`src/verilog/hufc_pkg.sv`:
```
// Shared constants, encodings and helpers for the host serial channel
package hufc_pkg;
  localparam int CLK_HZ = 200_000_000;
  localparam int OVS = 8;
  localparam int BAUD_MIN = 1200;
  localparam int BAUD_DEF = 115200;
  localparam int BAUD_MAX = 921600;
  // Divisors of the oversampling tick; default rate errs by under 0.1 percent
  localparam logic [15:0] DIV_DEF = 16'(CLK_HZ / (BAUD_DEF * OVS));
  localparam logic [15:0] DIV_MIN = 16'(CLK_HZ / (BAUD_MAX * OVS));
  localparam logic [15:0] DIV_MAX = 16'(CLK_HZ / (BAUD_MIN * OVS));
  localparam int FIFO_DEPTH = 2;
  // Ticks per bit, last index of each span
  localparam logic [4:0] TK_BIT_LAST = 5'h07;
  localparam logic [4:0] TK_HALF_LAST = 5'h03;
  localparam logic [4:0] TK_STOP1_LAST = 5'h07;
  localparam logic [4:0] TK_STOP15_LAST = 5'h0b;
  localparam logic [4:0] TK_STOP2_LAST = 5'h0f;
  localparam logic [2:0] LEN_BASE_LAST = 3'h4;
  localparam logic [1:0] LEN_8 = 2'h3;
  localparam logic [1:0] PAR_NONE = 2'h0;
  localparam logic [1:0] PAR_ODD = 2'h1;
  localparam logic [1:0] PAR_EVEN = 2'h2;
  localparam logic [1:0] STOP_1 = 2'h0;
  localparam logic [1:0] STOP_15 = 2'h1;
  localparam logic [1:0] STOP_2 = 2'h2;
  localparam logic [7:0] REG_CTRL = 8'h00;
  localparam logic [7:0] REG_BAUD = 8'h04;
  localparam logic [7:0] REG_STAT = 8'h08;
  localparam logic [7:0] REG_EVT = 8'h0c;
  localparam logic [7:0] REG_TXD = 8'h10;
  localparam logic [7:0] REG_RXD = 8'h14;
  localparam int CTRL_LEN_LSB = 0;
  localparam int CTRL_PAR_LSB = 2;
  localparam int CTRL_STOP_LSB = 4;
  localparam int CTRL_FLOW_BIT = 6;
  localparam logic [6:0] CTRL_RST = 7'h03;
  localparam int ST_RXV = 0;
  localparam int ST_TXR = 1;
  localparam int ST_RTS = 2;
  localparam int ST_CTS = 3;
  localparam int ST_MODE = 4;
  localparam int ST_BUSY = 5;
  localparam int EV_W = 10;
  localparam int EV_RXDONE = 0;
  localparam int EV_TXTAKE = 1;
  localparam int EV_TXDONE = 2;
  localparam int EV_OVERRUN = 3;
  localparam int EV_PARITY = 4;
  localparam int EV_FRAME = 5;
  localparam int EV_BREAK = 6;
  localparam int EV_CTS = 7;
  localparam int EV_RTS = 8;
  localparam int EV_MODE = 9;
  typedef enum logic [2:0] {
    HUFC_IDLE = 3'b000,
    HUFC_START = 3'b001,
    HUFC_DATA = 3'b010,
    HUFC_PAR = 3'b011,
    HUFC_STOP = 3'b100
  } hufc_st_t;

  // Parity over the active data bits only
  function automatic logic hufc_parity(logic [7:0] d, logic [1:0] len, logic [1:0] par);
    logic [7:0] m;
    m = 8'hff >> (LEN_8 - len);
    return (^(d & m)) ^ (par == PAR_ODD);
  endfunction
endpackage
```
`src/verilog/hufc_link_if.sv`:
```
// Serial link wires between the device end and the host end
`timescale 1ns/1ps
interface hufc_link_if;
  logic dev_txd;
  logic host_txd;
  logic dev_rts_b;
  logic host_rts_b;
  logic transfer_mode_select_pin;
  modport dev(output dev_txd, output dev_rts_b, input host_txd, input host_rts_b,
    input transfer_mode_select_pin);
  modport host(input dev_txd, input dev_rts_b, output host_txd, output host_rts_b,
    output transfer_mode_select_pin);
endinterface // hufc_link_if

```
`src/verilog/hufc_dev.sv`:
```
// Device end: word buffer, baud divider and APB register slave
// What this block does
// - One full-duplex channel, separate transmit and receive
// - Receiver deserializes, transmitter serializes words
// - Ten separately reported event causes
// - Data only on serial lines; others handshake
// - RTS and CTS are active low
// - Host stops sending while device RTS deasserted
// - Receive overflow must not corrupt device state
// - Rates 1200 to 921600, default 115200
// - Flow control selectable: RTS/CTS or none
// - Parity none, odd or even; generated, checked
// - Stop bits one, one and half, two
// - Five to eight data bits per frame
// - Mode pin high command, low throughput, when linked
`timescale 1ns/1ps

module hufc_fifo #(
  parameter int W = 8,
  parameter int DEPTH = 2
) (
  input wire logic clk_sys_in,
  input wire logic rst_b_in,
  input wire logic in_valid_in,
  input wire logic [W-1:0] in_data_in,
  output logic in_ready_out,
  output logic out_valid_out,
  output logic [W-1:0] out_data_out,
  input wire logic out_ready_in,
  output logic [$clog2(DEPTH+1)-1:0] level_out
);
  localparam int CW = $clog2(DEPTH + 1);
  logic [W-1:0] mem [DEPTH];
  logic [CW-1:0] next_cnt;
  logic push;
  logic pop;
  if (DEPTH < 2) begin : g_chk
    $error("hufc_fifo needs at least two entries");
  end
  assign push = in_valid_in && in_ready_out;
  assign pop = out_valid_out && out_ready_in;
  assign next_cnt = CW'(level_out + CW'(push) - CW'(pop));
  assign out_data_out = mem[0];
  always_ff @(posedge clk_sys_in or negedge rst_b_in) begin
    if (!rst_b_in) begin
      level_out <= '0;
      in_ready_out <= 1'b1;
      out_valid_out <= 1'b0;
    end else begin
      level_out <= next_cnt;
      in_ready_out <= next_cnt < CW'(DEPTH);
      out_valid_out <= next_cnt != '0;
    end
  end
  // Head always sits in entry 0, so the reader sees a flop
  for (genvar i = 0; i < DEPTH; i++) begin : g_ent
    always_ff @(posedge clk_sys_in or negedge rst_b_in) begin
      if (!rst_b_in) begin
        mem[i] <= '0;
      end else if (pop) begin
        if (CW'(i + 1) < level_out) begin
          mem[i] <= mem[(i + 1) % DEPTH];
        end else if (push && CW'(i + 1) == level_out) begin
          mem[i] <= in_data_in;
        end
      end else if (push && CW'(i) == level_out) begin
        mem[i] <= in_data_in;
      end
    end
  end
endmodule // hufc_fifo

module hufc_dev #(
  parameter logic [15:0] DIV_RESET = hufc_pkg::DIV_DEF,
  parameter int DEPTH = hufc_pkg::FIFO_DEPTH
) (
  input wire logic clk_sys_in,
  input wire logic rst_b_in,
  input wire logic psel_in,
  input wire logic penable_in,
  input wire logic pwrite_in,
  input wire logic [7:0] paddr_in,
  input wire logic [31:0] pwdata_in,
  output logic [31:0] prdata_out,
  output logic pready_out,
  output logic pslverr_out,
  input wire logic link_up_in,
  hufc_link_if.dev link
);
  localparam int CW = $clog2(DEPTH + 1);
  logic [6:0] ctrl;
  logic [15:0] baud;
  logic [15:0] dcnt;
  logic tick;
  logic [hufc_pkg::EV_W-1:0] evt;
  logic [hufc_pkg::EV_W-1:0] ev_set;
  logic [hufc_pkg::EV_W-1:0] ev_clr;
  logic [1:0] len, par, stp;
  logic flow, acc, wr, mode, cts_prev, rts_prev, mode_prev, busy_prev;
  logic txf_rdy, txf_v, tx_rdy, busy, rxv, perr, ferr, brk, rxf_rdy, rxf_v, rx_pop;
  logic [7:0] txf_d, rxd8;
  logic [9:0] rxf_d;
  logic [CW-1:0] txf_lvl, rxf_lvl;
  logic [31:0] next_rdata;
  logic next_err;
  if (DIV_RESET < hufc_pkg::DIV_MIN || DIV_RESET > hufc_pkg::DIV_MAX) begin : g_chk
    $error("hufc_dev divisor outside supported rates");
  end
  assign len = ctrl[hufc_pkg::CTRL_LEN_LSB +: 2];
  assign par = ctrl[hufc_pkg::CTRL_PAR_LSB +: 2];
  assign stp = ctrl[hufc_pkg::CTRL_STOP_LSB +: 2];
  assign flow = ctrl[hufc_pkg::CTRL_FLOW_BIT];
  assign acc = psel_in && penable_in && pready_out;
  assign wr = acc && pwrite_in;
  assign rx_pop = acc && !pwrite_in && paddr_in == hufc_pkg::REG_RXD;

  always_ff @(posedge clk_sys_in or negedge rst_b_in) begin
    if (!rst_b_in) begin
      dcnt <= '0;
      tick <= 1'b0;
    end else begin
      tick <= dcnt >= 16'(baud - 16'h0001);
      dcnt <= (dcnt >= 16'(baud - 16'h0001)) ? 16'h0000 : 16'(dcnt + 16'h0001);
    end
  end

  hufc_fifo #(.W(8), .DEPTH(DEPTH)) u_txf (
    .clk_sys_in(clk_sys_in), .rst_b_in(rst_b_in),
    .in_valid_in(wr && paddr_in == hufc_pkg::REG_TXD), .in_data_in(pwdata_in[7:0]),
    .in_ready_out(txf_rdy), .out_valid_out(txf_v), .out_data_out(txf_d),
    .out_ready_in(tx_rdy), .level_out(txf_lvl));
  hufc_tx u_tx (
    .clk_sys_in(clk_sys_in), .rst_b_in(rst_b_in), .tick_in(tick),
    .len_in(len), .par_in(par), .stop_in(stp),
    .send_ok_in(!flow || !link.host_rts_b), .in_valid_in(txf_v), .in_data_in(txf_d),
    .in_ready_out(tx_rdy), .txd_out(link.dev_txd), .busy_out(busy));
  hufc_rx u_rx (
    .clk_sys_in(clk_sys_in), .rst_b_in(rst_b_in), .tick_in(tick),
    .len_in(len), .par_in(par), .rxd_in(link.host_txd),
    .valid_out(rxv), .data_out(rxd8), .perr_out(perr), .ferr_out(ferr), .brk_out(brk));
  hufc_fifo #(.W(10), .DEPTH(DEPTH)) u_rxf (
    .clk_sys_in(clk_sys_in), .rst_b_in(rst_b_in),
    .in_valid_in(rxv), .in_data_in({ferr, perr, rxd8}),
    .in_ready_out(rxf_rdy), .out_valid_out(rxf_v), .out_data_out(rxf_d),
    .out_ready_in(rx_pop), .level_out(rxf_lvl));

  always_ff @(posedge clk_sys_in or negedge rst_b_in) begin
    if (!rst_b_in) begin
      link.dev_rts_b <= 1'b1;
    end else begin
      link.dev_rts_b <= flow && rxf_lvl >= CW'(DEPTH - 1);
    end
  end

  always_ff @(posedge clk_sys_in or negedge rst_b_in) begin
    if (!rst_b_in) begin
      mode <= 1'b0;
    end else begin
      mode <= link_up_in && link.transfer_mode_select_pin;
    end
  end

  always_ff @(posedge clk_sys_in or negedge rst_b_in) begin
    if (!rst_b_in) begin
      ctrl <= hufc_pkg::CTRL_RST;
      baud <= DIV_RESET;
    end else if (wr && paddr_in == hufc_pkg::REG_CTRL) begin
      ctrl <= pwdata_in[6:0];
    end else if (wr && paddr_in == hufc_pkg::REG_BAUD && pwdata_in[15:0] != 16'h0000) begin
      baud <= pwdata_in[15:0];
    end
  end

  always_comb begin
    ev_set = '0;
    ev_set[hufc_pkg::EV_RXDONE] = rxv && rxf_rdy;
    ev_set[hufc_pkg::EV_TXTAKE] = txf_v && tx_rdy;
    ev_set[hufc_pkg::EV_TXDONE] = busy_prev && !busy;
    ev_set[hufc_pkg::EV_OVERRUN] = rxv && !rxf_rdy;
    ev_set[hufc_pkg::EV_PARITY] = rxv && perr;
    ev_set[hufc_pkg::EV_FRAME] = rxv && ferr;
    ev_set[hufc_pkg::EV_BREAK] = rxv && brk;
    ev_set[hufc_pkg::EV_CTS] = cts_prev != link.host_rts_b;
    ev_set[hufc_pkg::EV_RTS] = rts_prev != link.dev_rts_b;
    ev_set[hufc_pkg::EV_MODE] = mode_prev != mode;
    ev_clr = (wr && paddr_in == hufc_pkg::REG_EVT) ? pwdata_in[hufc_pkg::EV_W-1:0] : '0;
  end

  // Set beats a simultaneous clear so no event slips through
  always_ff @(posedge clk_sys_in or negedge rst_b_in) begin
    if (!rst_b_in) begin
      evt <= '0;
      cts_prev <= 1'b1;
      rts_prev <= 1'b1;
      mode_prev <= 1'b0;
      busy_prev <= 1'b0;
    end else begin
      evt <= (evt & ~ev_clr) | ev_set;
      cts_prev <= link.host_rts_b;
      rts_prev <= link.dev_rts_b;
      mode_prev <= mode;
      busy_prev <= busy;
    end
  end

  always_comb begin
    next_rdata = 32'h0000_0000;
    next_err = 1'b0;
    case (paddr_in)
      hufc_pkg::REG_CTRL: next_rdata[6:0] = ctrl;
      hufc_pkg::REG_BAUD: next_rdata[15:0] = baud;
      hufc_pkg::REG_STAT: begin
        next_rdata[hufc_pkg::ST_RXV] = rxf_v;
        next_rdata[hufc_pkg::ST_TXR] = txf_rdy;
        next_rdata[hufc_pkg::ST_RTS] = link.dev_rts_b;
        next_rdata[hufc_pkg::ST_CTS] = link.host_rts_b;
        next_rdata[hufc_pkg::ST_MODE] = mode;
        next_rdata[hufc_pkg::ST_BUSY] = busy || txf_v;
      end
      hufc_pkg::REG_EVT: next_rdata[hufc_pkg::EV_W-1:0] = evt;
      hufc_pkg::REG_TXD: next_err = pwrite_in && !txf_rdy;
      hufc_pkg::REG_RXD: next_rdata[9:0] = rxf_v ? rxf_d : 10'h000;
      default: next_err = 1'b1;
    endcase
  end

  // One wait state; answer registered
  always_ff @(posedge clk_sys_in or negedge rst_b_in) begin
    if (!rst_b_in) begin
      pready_out <= 1'b0;
      prdata_out <= '0;
      pslverr_out <= 1'b0;
    end else begin
      pready_out <= psel_in && penable_in && !pready_out;
      if (psel_in && penable_in && !pready_out) begin
        prdata_out <= pwrite_in ? 32'h0000_0000 : next_rdata;
        pslverr_out <= next_err;
      end else begin
        pslverr_out <= 1'b0;
      end
    end
  end
endmodule // hufc_dev

```
`src/verilog/hufc_host.sv`:
```
 // hufc_host

module hufc_tx (
  input wire logic clk_sys_in,
  input wire logic rst_b_in,
  input wire logic tick_in,
  input wire logic [1:0] len_in,
  input wire logic [1:0] par_in,
  input wire logic [1:0] stop_in,
  input wire logic send_ok_in,
  input wire logic in_valid_in,
  input wire logic [7:0] in_data_in,
  output logic in_ready_out,
  output logic txd_out,
  output logic busy_out
);
  hufc_pkg::hufc_st_t st;
  logic [4:0] tk;
  logic [4:0] last_tk;
  logic [2:0] bitn;
  logic [7:0] sh;
  logic pbit;
  logic bit_end;
  assign in_ready_out = (st == hufc_pkg::HUFC_IDLE) && send_ok_in;
  assign busy_out = st != hufc_pkg::HUFC_IDLE;
  assign last_tk = (st != hufc_pkg::HUFC_STOP) ? hufc_pkg::TK_BIT_LAST :
    (stop_in == hufc_pkg::STOP_15) ? hufc_pkg::TK_STOP15_LAST :
    (stop_in == hufc_pkg::STOP_2) ? hufc_pkg::TK_STOP2_LAST : hufc_pkg::TK_STOP1_LAST;
  assign bit_end = tick_in && tk == last_tk;
  always_ff @(posedge clk_sys_in or negedge rst_b_in) begin
    if (!rst_b_in) begin
      st <= hufc_pkg::HUFC_IDLE;
      tk <= '0;
      bitn <= '0;
      sh <= '0;
      pbit <= 1'b0;
      txd_out <= 1'b1;
    end else if (st == hufc_pkg::HUFC_IDLE) begin
      if (in_valid_in && in_ready_out) begin
        st <= hufc_pkg::HUFC_START;
        tk <= '0;
        sh <= in_data_in;
        pbit <= hufc_pkg::hufc_parity(in_data_in, len_in, par_in);
        txd_out <= 1'b0;
      end
    end else if (tick_in) begin
      tk <= bit_end ? 5'h00 : 5'(tk + 5'h01);
      if (bit_end) begin
        case (st)
          hufc_pkg::HUFC_START: begin
            st <= hufc_pkg::HUFC_DATA;
            bitn <= '0;
            txd_out <= sh[0];
          end
          hufc_pkg::HUFC_DATA: begin
            if (bitn == 3'(hufc_pkg::LEN_BASE_LAST + 3'(len_in))) begin
              st <= (par_in == hufc_pkg::PAR_NONE) ? hufc_pkg::HUFC_STOP : hufc_pkg::HUFC_PAR;
              txd_out <= (par_in == hufc_pkg::PAR_NONE) ? 1'b1 : pbit;
            end else begin
              bitn <= 3'(bitn + 3'h1);
              sh <= sh >> 1;
              txd_out <= sh[1];
            end
          end
          hufc_pkg::HUFC_PAR: begin
            st <= hufc_pkg::HUFC_STOP;
            txd_out <= 1'b1;
          end
          default: begin
            st <= hufc_pkg::HUFC_IDLE;
            txd_out <= 1'b1;
          end
        endcase
      end
    end
  end
endmodule // hufc_tx

module hufc_rx (
  input wire logic clk_sys_in,
  input wire logic rst_b_in,
  input wire logic tick_in,
  input wire logic [1:0] len_in,
  input wire logic [1:0] par_in,
  input wire logic rxd_in,
  output logic valid_out,
  output logic [7:0] data_out,
  output logic perr_out,
  output logic ferr_out,
  output logic brk_out
);
  hufc_pkg::hufc_st_t st;
  logic [4:0] tk;
  logic [2:0] bitn;
  logic [7:0] sh;
  logic [7:0] word;
  logic pbit;
  assign word = sh >> (hufc_pkg::LEN_8 - len_in);
  always_ff @(posedge clk_sys_in or negedge rst_b_in) begin
    if (!rst_b_in) begin
      st <= hufc_pkg::HUFC_IDLE;
      tk <= '0;
      bitn <= '0;
      sh <= '0;
      pbit <= 1'b0;
      valid_out <= 1'b0;
      data_out <= '0;
      perr_out <= 1'b0;
      ferr_out <= 1'b0;
      brk_out <= 1'b0;
    end else begin
      valid_out <= 1'b0;
      if (tick_in) begin
        tk <= 5'(tk + 5'h01);
        case (st)
          hufc_pkg::HUFC_IDLE: begin
            tk <= '0;
            if (!rxd_in) st <= hufc_pkg::HUFC_START;
          end
          hufc_pkg::HUFC_START: begin
            if (tk == hufc_pkg::TK_HALF_LAST) begin
              tk <= '0;
              bitn <= '0;
              st <= rxd_in ? hufc_pkg::HUFC_IDLE : hufc_pkg::HUFC_DATA;
            end
          end
          hufc_pkg::HUFC_DATA: begin
            if (tk == hufc_pkg::TK_BIT_LAST) begin
              tk <= '0;
              sh <= {rxd_in, sh[7:1]};
              bitn <= 3'(bitn + 3'h1);
              if (bitn == 3'(hufc_pkg::LEN_BASE_LAST + 3'(len_in))) begin
                st <= (par_in == hufc_pkg::PAR_NONE) ? hufc_pkg::HUFC_STOP : hufc_pkg::HUFC_PAR;
              end
            end
          end
          hufc_pkg::HUFC_PAR: begin
            if (tk == hufc_pkg::TK_BIT_LAST) begin
              tk <= '0;
              pbit <= rxd_in;
              st <= hufc_pkg::HUFC_STOP;
            end
          end
          default: begin
            if (tk == hufc_pkg::TK_BIT_LAST) begin
              st <= hufc_pkg::HUFC_IDLE;
              valid_out <= 1'b1;
              data_out <= word;
              perr_out <= par_in != hufc_pkg::PAR_NONE &&
                pbit != hufc_pkg::hufc_parity(word, len_in, par_in);
              ferr_out <= !rxd_in;
              brk_out <= !rxd_in && word == 8'h00;
            end
          end
        endcase
      end
    end
  end
endmodule // hufc_rx

```
`src/flat_wrapper.sv`:
```
// flat-port wrapper written by rule: the top's interface ports become plain ports
module hufc_dev_flat 
#(
  parameter logic [15:0] DIV_RESET = hufc_pkg::DIV_DEF,
  parameter int DEPTH = hufc_pkg::FIFO_DEPTH
)
  (clk_sys_in, rst_b_in, psel_in, penable_in, pwrite_in, paddr_in, pwdata_in, prdata_out, pready_out, pslverr_out, link_up_in, link_dev_txd, link_dev_rts_b, link_host_txd, link_host_rts_b, link_transfer_mode_select_pin);
  hufc_link_if link_i ();
  input wire logic clk_sys_in;
  input wire logic rst_b_in;
  input wire logic psel_in;
  input wire logic penable_in;
  input wire logic pwrite_in;
  input wire logic [7:0] paddr_in;
  input wire logic [31:0] pwdata_in;
  output logic [31:0] prdata_out;
  output logic pready_out;
  output logic pslverr_out;
  input wire logic link_up_in;
  output wire logic [$bits(link_i.dev_txd)-1:0] link_dev_txd;
  output wire logic [$bits(link_i.dev_rts_b)-1:0] link_dev_rts_b;
  input wire logic [$bits(link_i.host_txd)-1:0] link_host_txd;
  input wire logic [$bits(link_i.host_rts_b)-1:0] link_host_rts_b;
  input wire logic [$bits(link_i.transfer_mode_select_pin)-1:0] link_transfer_mode_select_pin;
  assign link_dev_txd = link_i.dev_txd;
  assign link_dev_rts_b = link_i.dev_rts_b;
  assign link_i.host_txd = link_host_txd;
  assign link_i.host_rts_b = link_host_rts_b;
  assign link_i.transfer_mode_select_pin = link_transfer_mode_select_pin;
  hufc_dev #(.DIV_RESET(DIV_RESET), .DEPTH(DEPTH)) u_core (.clk_sys_in(clk_sys_in), .rst_b_in(rst_b_in), .psel_in(psel_in), .penable_in(penable_in), .pwrite_in(pwrite_in), .paddr_in(paddr_in), .pwdata_in(pwdata_in), .prdata_out(prdata_out), .pready_out(pready_out), .pslverr_out(pslverr_out), .link_up_in(link_up_in), .link(link_i));
endmodule
```
`config.mk`:
```
export PLATFORM = sky130hd
export DESIGN_NAME = hufc_dev_flat
export DESIGN_NICKNAME = d
export VERILOG_FILES = /design/src/verilog/hufc_pkg.sv /design/src/verilog/hufc_link_if.sv /design/src/verilog/hufc_dev.sv /design/src/verilog/hufc_host.sv /design/src/flat_wrapper.sv
export SDC_FILE = /design/constraint.sdc
export NUM_CORES = 1
export LEC_CHECK = 0
export ABC_AREA = 0
export ABC_CLOCK_PERIOD_IN_PS = 4000
export BUFFER_PORTS_ARGS = -buffer_cell sky130_fd_sc_hd__buf_2
export CAP_MARGIN = 20
export CORE_MARGIN = 1
export CORE_UTILIZATION = 50
export DETAILED_ROUTE_END_ITERATION = 8
export PLACE_DENSITY = 0.73
export SETUP_SLACK_MARGIN = 0.3
export SLEW_MARGIN = 30
export SYNTH_ARGS = -nofsm -noshare
export SYNTH_HDL_FRONTEND = slang
export SYNTH_HIERARCHICAL = 1
export SYNTH_SLANG_ARGS = --single-unit
```
`constraint.sdc`:
```
create_clock -name clk_sys_in -period 4 [get_ports clk_sys_in]
set_input_delay 0.6 -clock clk_sys_in [delete_from_list [all_inputs] [get_ports clk_sys_in]]
set_output_delay 0.6 -clock clk_sys_in [all_outputs]
set_load 0.01 [all_outputs]
```
==> metrics, run 1 <==
status finished clean; Critical Path Sink u_core/dcnt[13]; I/O Buffers 52; share of cells above drive strength 1 approximately a quarter; clk slew on worst S/H paths 0.06 ns; Post-Syn Area 9900 sq um; final WL 21700 microns; TritonCTS sink count ~170; core area 19500 sq um; Yosys warning count 6; Finish-stage setup viols 0; r2r worst-path depth 9; Initial DRC Count 440; FMAX 0.296 GHz; first-pass GRT wire length ~36000 microns; min cycle time layout approximately 3.4 ns; post-synthesis cell count 919; #FFs+latches synth between 150 and 200; num rows 51; worst ir drop on vdd 0.000294 V; detailed-route via count 7167; worst-path fanout max 17; Critical R2R Capture u_core/dcnt[13]; Synth Area per Inst 10.8 sq um; Fin Setup TNS 0 ns; Chip Height 143 microns; clock buffer depth 2; actual slew at the worst max-slew pin 0.873 ns; Critical Path RT 4.28 ns; Post-CTS Setup Inserts 0; CTS tree yes; Die X 143 microns; Slew Viols, Final 0; FF-to-FF Start u_core/baud[9]; Initial DRT Pass Iterations 7; Slowest-stage cell, CP o31ai_4; initial antenna violation count 0; initial core utilization 50.9%; WP data arrival about 3.7 ns; CP Cell Sequence or4_4, nor4_2, nor3b_1, xnor2_1, ha_1, and4_1, o311ai_0, o31ai_4, nor4_1; cts bufs inserted 17; Die Area around 20000 sq um; GRT Overall Usage 22.8%; Skew-Pair Late Insertion Delay 0.43 ns; CP Capture Type register; worst min path class primary input to async pin; H-tree levels 4; Final Hold Viols 0; area grow syn2layout 7.81%; Final ANT Viol Nets 0; Pwr Density 424 nW/um^2; fillers ~1700; hold_ws between 0.2 and 0.25 ns; Pleak just under 5 nW; unrepaired setup endpoints after global routing false; WS Path Type register to register; sequential area share after synthesis 43.4%; Via density 5.91; Clock Root Buffer clkbuf_16; crit path from u_core/baud[9]; vias in the first global route just over 7000; IO Count 85; Worst R2R Setup Slack 0.63 ns; Tcrit/Tclk final 84.3%; fin nets 1013; Overall Power about 4.5 mW; hold bufs inserted after CTS 0; placer congestion estimate 0.838; clk_skew 0.00981 ns; startpoint types register; Critical Path Max Stage Delay 0.67 ns; DP HPWL 15000 microns; grt ovf 0; Slew HR between 40% and 50%; Max Cap Viol 0; WL per Instance 17.9 microns; ant diodes 0; async set-reset flop share out of synthesis 100%; CTS-repair resized insts 0; Cell variety after synth slightly below 90; top_reg_cell synth dfrtp_1; DRC Markers 0; EDFF count, synth 0; largest net degree at the start of global routing a little over 90
==> worst min path at each step <==
stage / startpoint / to / slack [ns] / cells past startpoint
floorplan: rst_b_in / u_core/baud[10] / 0.30 / 0
detailed placement: u_core/link.dev_rts_b / u_core/rts_prev / 0.41 / 0
global route: rst_b_in / u_core/prdata_out[14] / 0.30 / 1
finish: rst_b_in / u_core/mode_prev / 0.24 / 1
CTS: rst_b_in / u_core/evt[9] / 0.27 / 1
global placement: u_core/link.dev_rts_b / u_core/rts_prev / 0.41 / 0
==> layer usage <==
layer	GRT usage [%]	vias to the layer above	routed length, microns	part of all wire [%]
li1	-	3380	-	-
met1	30.3	3593	10000	46
met2	37.0	156	10500	48
met3	3.99	38	747	3.4
met4	8.77	0	477	2.2
met5	0	-	0	0
==> synthesized netlist by cell type, types with 4 or more instances <==
cell       instances  area (sq um)
dfrtp_1          158          3950
nand2_1           87           327
mux2_2            64           721
nor2_1            42           158
buf_4             36           270
xnor2_1           32           280
ha_1              27           338
o21ai_0           27           135
nor4_1            24           150
mux2i_1           22           220
nand3_1           22           110
xor2_1            21           184
nor3_1            19          95.1
a22o_1            18           158
a21oi_1           17          85.1
clkbuf_1          17          63.8
inv_1             17          63.8
mux2_4            17           255
buf_2             14          70.1
a31oi_1           13          81.3
dfstp_2           13           342
a2111oi_0         12           105
or2_2             12          75.1
a211oi_1          10          75.1
a21o_1             9          67.6
and3_1             9          56.3
nand2b_1           9          56.3
nand4_1            9          56.3
o221a_2            9           101
o2bb2ai_1          9          78.8
and2_1             6          37.5
buf_6              6          67.6
o21ai_1            6          30.0
or3_1              6          37.5
a2bb2oi_1          5          43.8
nand3b_1           5          37.5
and4_1             4          35.0
nor3b_1            4          30.0
o211ai_1           4          30.0
o22a_1             4          35.0
==> power breakdown <==
part           internal [mW]  switching [mW]
Sequential              1.92           0.182
Combinational          0.450           0.436
Clock                  0.849           0.692
Total                   3.22            1.31
==> logic make-up after synthesis <==
family	synth area share (%)
fa+ha+maj	3.41
other cells	0.0379
compound gates	14.1
xor+xnor	4.93
flops	43.4
mux	12.5
simple gates	16.1
buf+inv	5.57
==> cell usage in the layout (no fill, tap or decap), types with 13 or more instances in the layout <==
| cell type | n |
|---|---|
| a31oi_1 | 13 |
| xnor2_1 | 32 |
| o21ai_0 | 27 |
| mux2i_1 | 22 |
| a21oi_1 | 17 |
| nor3_1 | 19 |
| xor2_1 | 21 |
| clkbuf_16 | 17 |
| ha_1 | 27 |
| dfrtp_1 | 158 |
| mux2_2 | 64 |
| dfstp_2 | 13 |
| buf_2 | 51 |
| nand2_1 | 87 |
| mux2_4 | 17 |
| a22o_1 | 18 |
| nor4_1 | 24 |
| conb_1 | 16 |
| nand3_1 | 22 |
| nor2_1 | 42 |
| inv_1 | 17 |
==> layout make-up <==
cell class,instances,area [sq um],share of cell area (%)
multi-input cells,669,5110,47.9
flip-flops and latches,171,4300,40.2
clock buffers,19,433,4.05
repair buffers,60,339,3.18
well taps,265,332,3.11
clock inverters,10,97.6,0.914
inverters,18,67.6,0.633
==> critical path: cells and delay by family (launching register included) <==
family                   cells  cell delay [ns]
adder cells (fa/ha/maj)      1             0.33
flip-flops                   1             0.45
XOR/XNOR                     1             0.13
AO/OA/AOI/OAI                2             0.88
AND/OR/NAND/NOR              5             1.43
==> state kept, by name, indices dropped and copies added, names as in the netlist, 8 cells and up <==
signal / cells
u_core/u_rxf/out_data_out: 10
u_core/u_rx/data_out: 8
u_core/prdata_out: 16
u_core/u_txf/mem: 8
u_core/u_rx/sh: 8
u_core/u_txf/out_data_out: 8
u_core/dcnt: 16
u_core/evt: 10
u_core/u_tx/sh: 8
u_core/baud: 16
u_core/u_rxf/mem: 10
==> metrics by stage <==
stage	std cells	utilization (%)	cell area (sq um)	setup WS [ns]
after floorplan	934	-	9960	0.804
after global placement	1183	52.1	10100	0.533
after detailed placement	1183	52.1	10100	0.542
after CTS	1212	54.9	10700	0.636
after global routing	1212	54.9	10700	0.320
final	1212	54.9	10700	0.627
No activity file was read; power rests on OpenSTA's default activity.
==> run 2: changes to the inputs <==
- ABC_CLOCK_PERIOD_IN_PS: 4000 -> 3300
- clock period: 4 -> 3.3 ns (I/O delays scaled with it)
==> run 2 against run 1 <==
Power increased by 26%. Non-clock buffer count increased by 15. Fmax increased by 16%. Highest routed layer is now met5. Clock power increased by 35%. Sequential share of layout area decreased by 1.1 points.
==> metrics, run 2 (synthesized netlist as in run 1, its figures left out) <==
status finished clean; num rows 51; Largest regs u_core/baud (16), u_core/dcnt (16), u_core/prdata_out (16); Slew Viols, Final 0; WS Path Type register to register; clk_skew 0.00949 ns; initial core utilization about half; initial antenna violation count 1; placer congestion estimate around 0.85; hold bufs inserted after CTS 0; instance area at placement 10200 sq um; Final ANT Viol Nets 0; post-route design area 11000 sq um; Slowest-stage cell, CP dfrtp_1; Util after Layout 56.4%; most common cell after layout, fill and taps aside dfrtp_1; worst min path class primary input to async pin; WL per Instance 17.9 microns; largest net degree at the start of global routing 75; first-pass GRT wire length 35600 microns; clk slew on worst S/H paths roughly 0.06 ns; final WL 22000 microns; Buf/Inv on CP 2; WP data arrival 3.18 ns; Initial DRC Count 556; post-route insts no fill 1230; clock buffer depth 2; cell mode on critical path buf_4; Fin Setup TNS 0 ns; min cycle time layout approximately 2.9 ns; area grow syn2layout 10.7%; actual slew at the worst max-slew pin 0.846 ns; Critical Path RT 3.57 ns; Final Hold Viols 0; worst ir drop on vdd 0.000338 V; Max Cap Viol 0; # placed instances 1195; Tcrit/Tclk final 88.1%; grt ovf 0; Critical Path Max Stage Delay between 0.4 and 0.5 ns; Die Area 20400 sq um; ant diodes 0; core area 19500 sq um; area of the multi-input gates 5200 sq um; startpoint types register; fillers approximately 1600; Initial DRT Pass Iterations 4; Place WS 0.167 ns; IO Count 85; PnR worst setup slack 0.392 ns; GRT Overall Usage 22.5%; DRC Markers 0; CP Cell Sequence nor4_4, nand3b_1, buf_4, nor3b_2, xnor2_1, ha_1, and4_4, o311ai_2, o31ai_4, buf_4, nor4_1; I/O Buffers 52; Chip Height 143 microns; DP HPWL 15300 microns; Clock Root Buffer clkbuf_16; Via density ~5.9; vias in the first global route 6972; cell family with most CP delay simple AND/OR/NAND/NOR gates; most frequent cells in the layout dfrtp_1 (158), nand2_1 (87), mux2_2 (64); cts bufs inserted 17; TritonCTS sink count ~170; CTS tree yes; Pleak around 5 nW; Die X 143 microns; H-tree levels 4; fin nets about 1000; Skew-Pair Late Insertion Delay 0.43 ns; FF/Latch Area 4300 sq um; Finish-stage setup viols 0; FMAX ~0.34 GHz; worst-path fanout max 8; Slew HR 43.2%; share of cells above drive strength 1 27.0%; detailed-route via count 7277; Pwr Density 519 nW/um^2; unrepaired setup endpoints after global routing true; CP Capture Type register
==> run 2: cell count changes in the layout (fill, tap and decap cells not counted), sizes merged <==
| cell | delta |
|---|---|
| buf | +15 |
| clkbuf | +4 |
| bufinv | +2 |
| clkinv | -1 |
| clkinvlp | -1 |
| inv | -1 |
==> run 2: timing repair <==
action / CTS / global route
endpoints found under the setup margin: 17 / 17
gates cloned: 0 / 1
resized for setup: 4 / 14
setup buffers: 0 / 2
pin swaps: 0 / 2
==> run 2: path summary, 6_finish.rpt <==
path                                       start                     to  slack (ns)  cells past startpoint
max in group asynchronous               rst_b_in    u_core/u_rxf/mem[4]        2.35                      2
min in group clk_sys_in          link_host_rts_b        u_core/cts_prev        0.23                      1
hold reg to reg            u_core/link.dev_rts_b        u_core/rts_prev        0.42                      0
hold / removal                          rst_b_in  u_core/prdata_out[15]        0.08                      1
setup / recovery                  u_core/baud[5]         u_core/dcnt[2]        0.39                     11
setup reg to reg                  u_core/baud[5]         u_core/dcnt[2]        0.39                     11
==> run 2: worst register-to-register path: cells and delay by family (launching register included) <==
kind / cells / cell delay, ns
AND/OR/NAND/NOR: 5 / 1.09
flip-flops: 1 / 0.44
buffers and inverters: 2 / 0.43
AO/OA/AOI/OAI: 2 / 0.37
adder cells (fa/ha/maj): 1 / 0.33
XOR/XNOR: 1 / 0.10
==> run 2: area by class of cell <==
| cell class | count | share of cell area [%] |
|---|---|---|
| repair buffers | 75 | 4.15 |
| clock inverters | 9 | 1.24 |
| well taps | 265 | 3.02 |
| multi-input cells | 669 | 47.4 |
| inverters | 18 | 0.616 |
| flip-flops and latches | 171 | 39.2 |
| clock buffers | 23 | 4.36 |
==> run 2: per-layer routing <==
layer,routed length [microns],vias to the layer above,GRT usage (%)
li1,-,3423,-
met1,9840,3660,29.3
met2,10900,171,37.6
met3,1010,21,4.90
met4,223,2,6.62
met5,17,-,0
==> run 2: metrics by stage <==
step	power [mW]	hold WS [ns]
3_5_place_dp	3.64	0.406
6_report	5.69	0.0770
3_3_place_gp	3.62	0.406
5_1_grt	5.97	0.118
2_1_floorplan	3.47	0.199
4_1_cts	5.73	0.0996
==> run 2: power by group <==
| group | internal (mW) | switching (mW) |
|---|---|---|
| logic | 0.550 | 0.519 |
| clock network | 1.26 | 0.821 |
| registers | 2.33 | 0.222 |
| total | 4.13 | 1.56 |
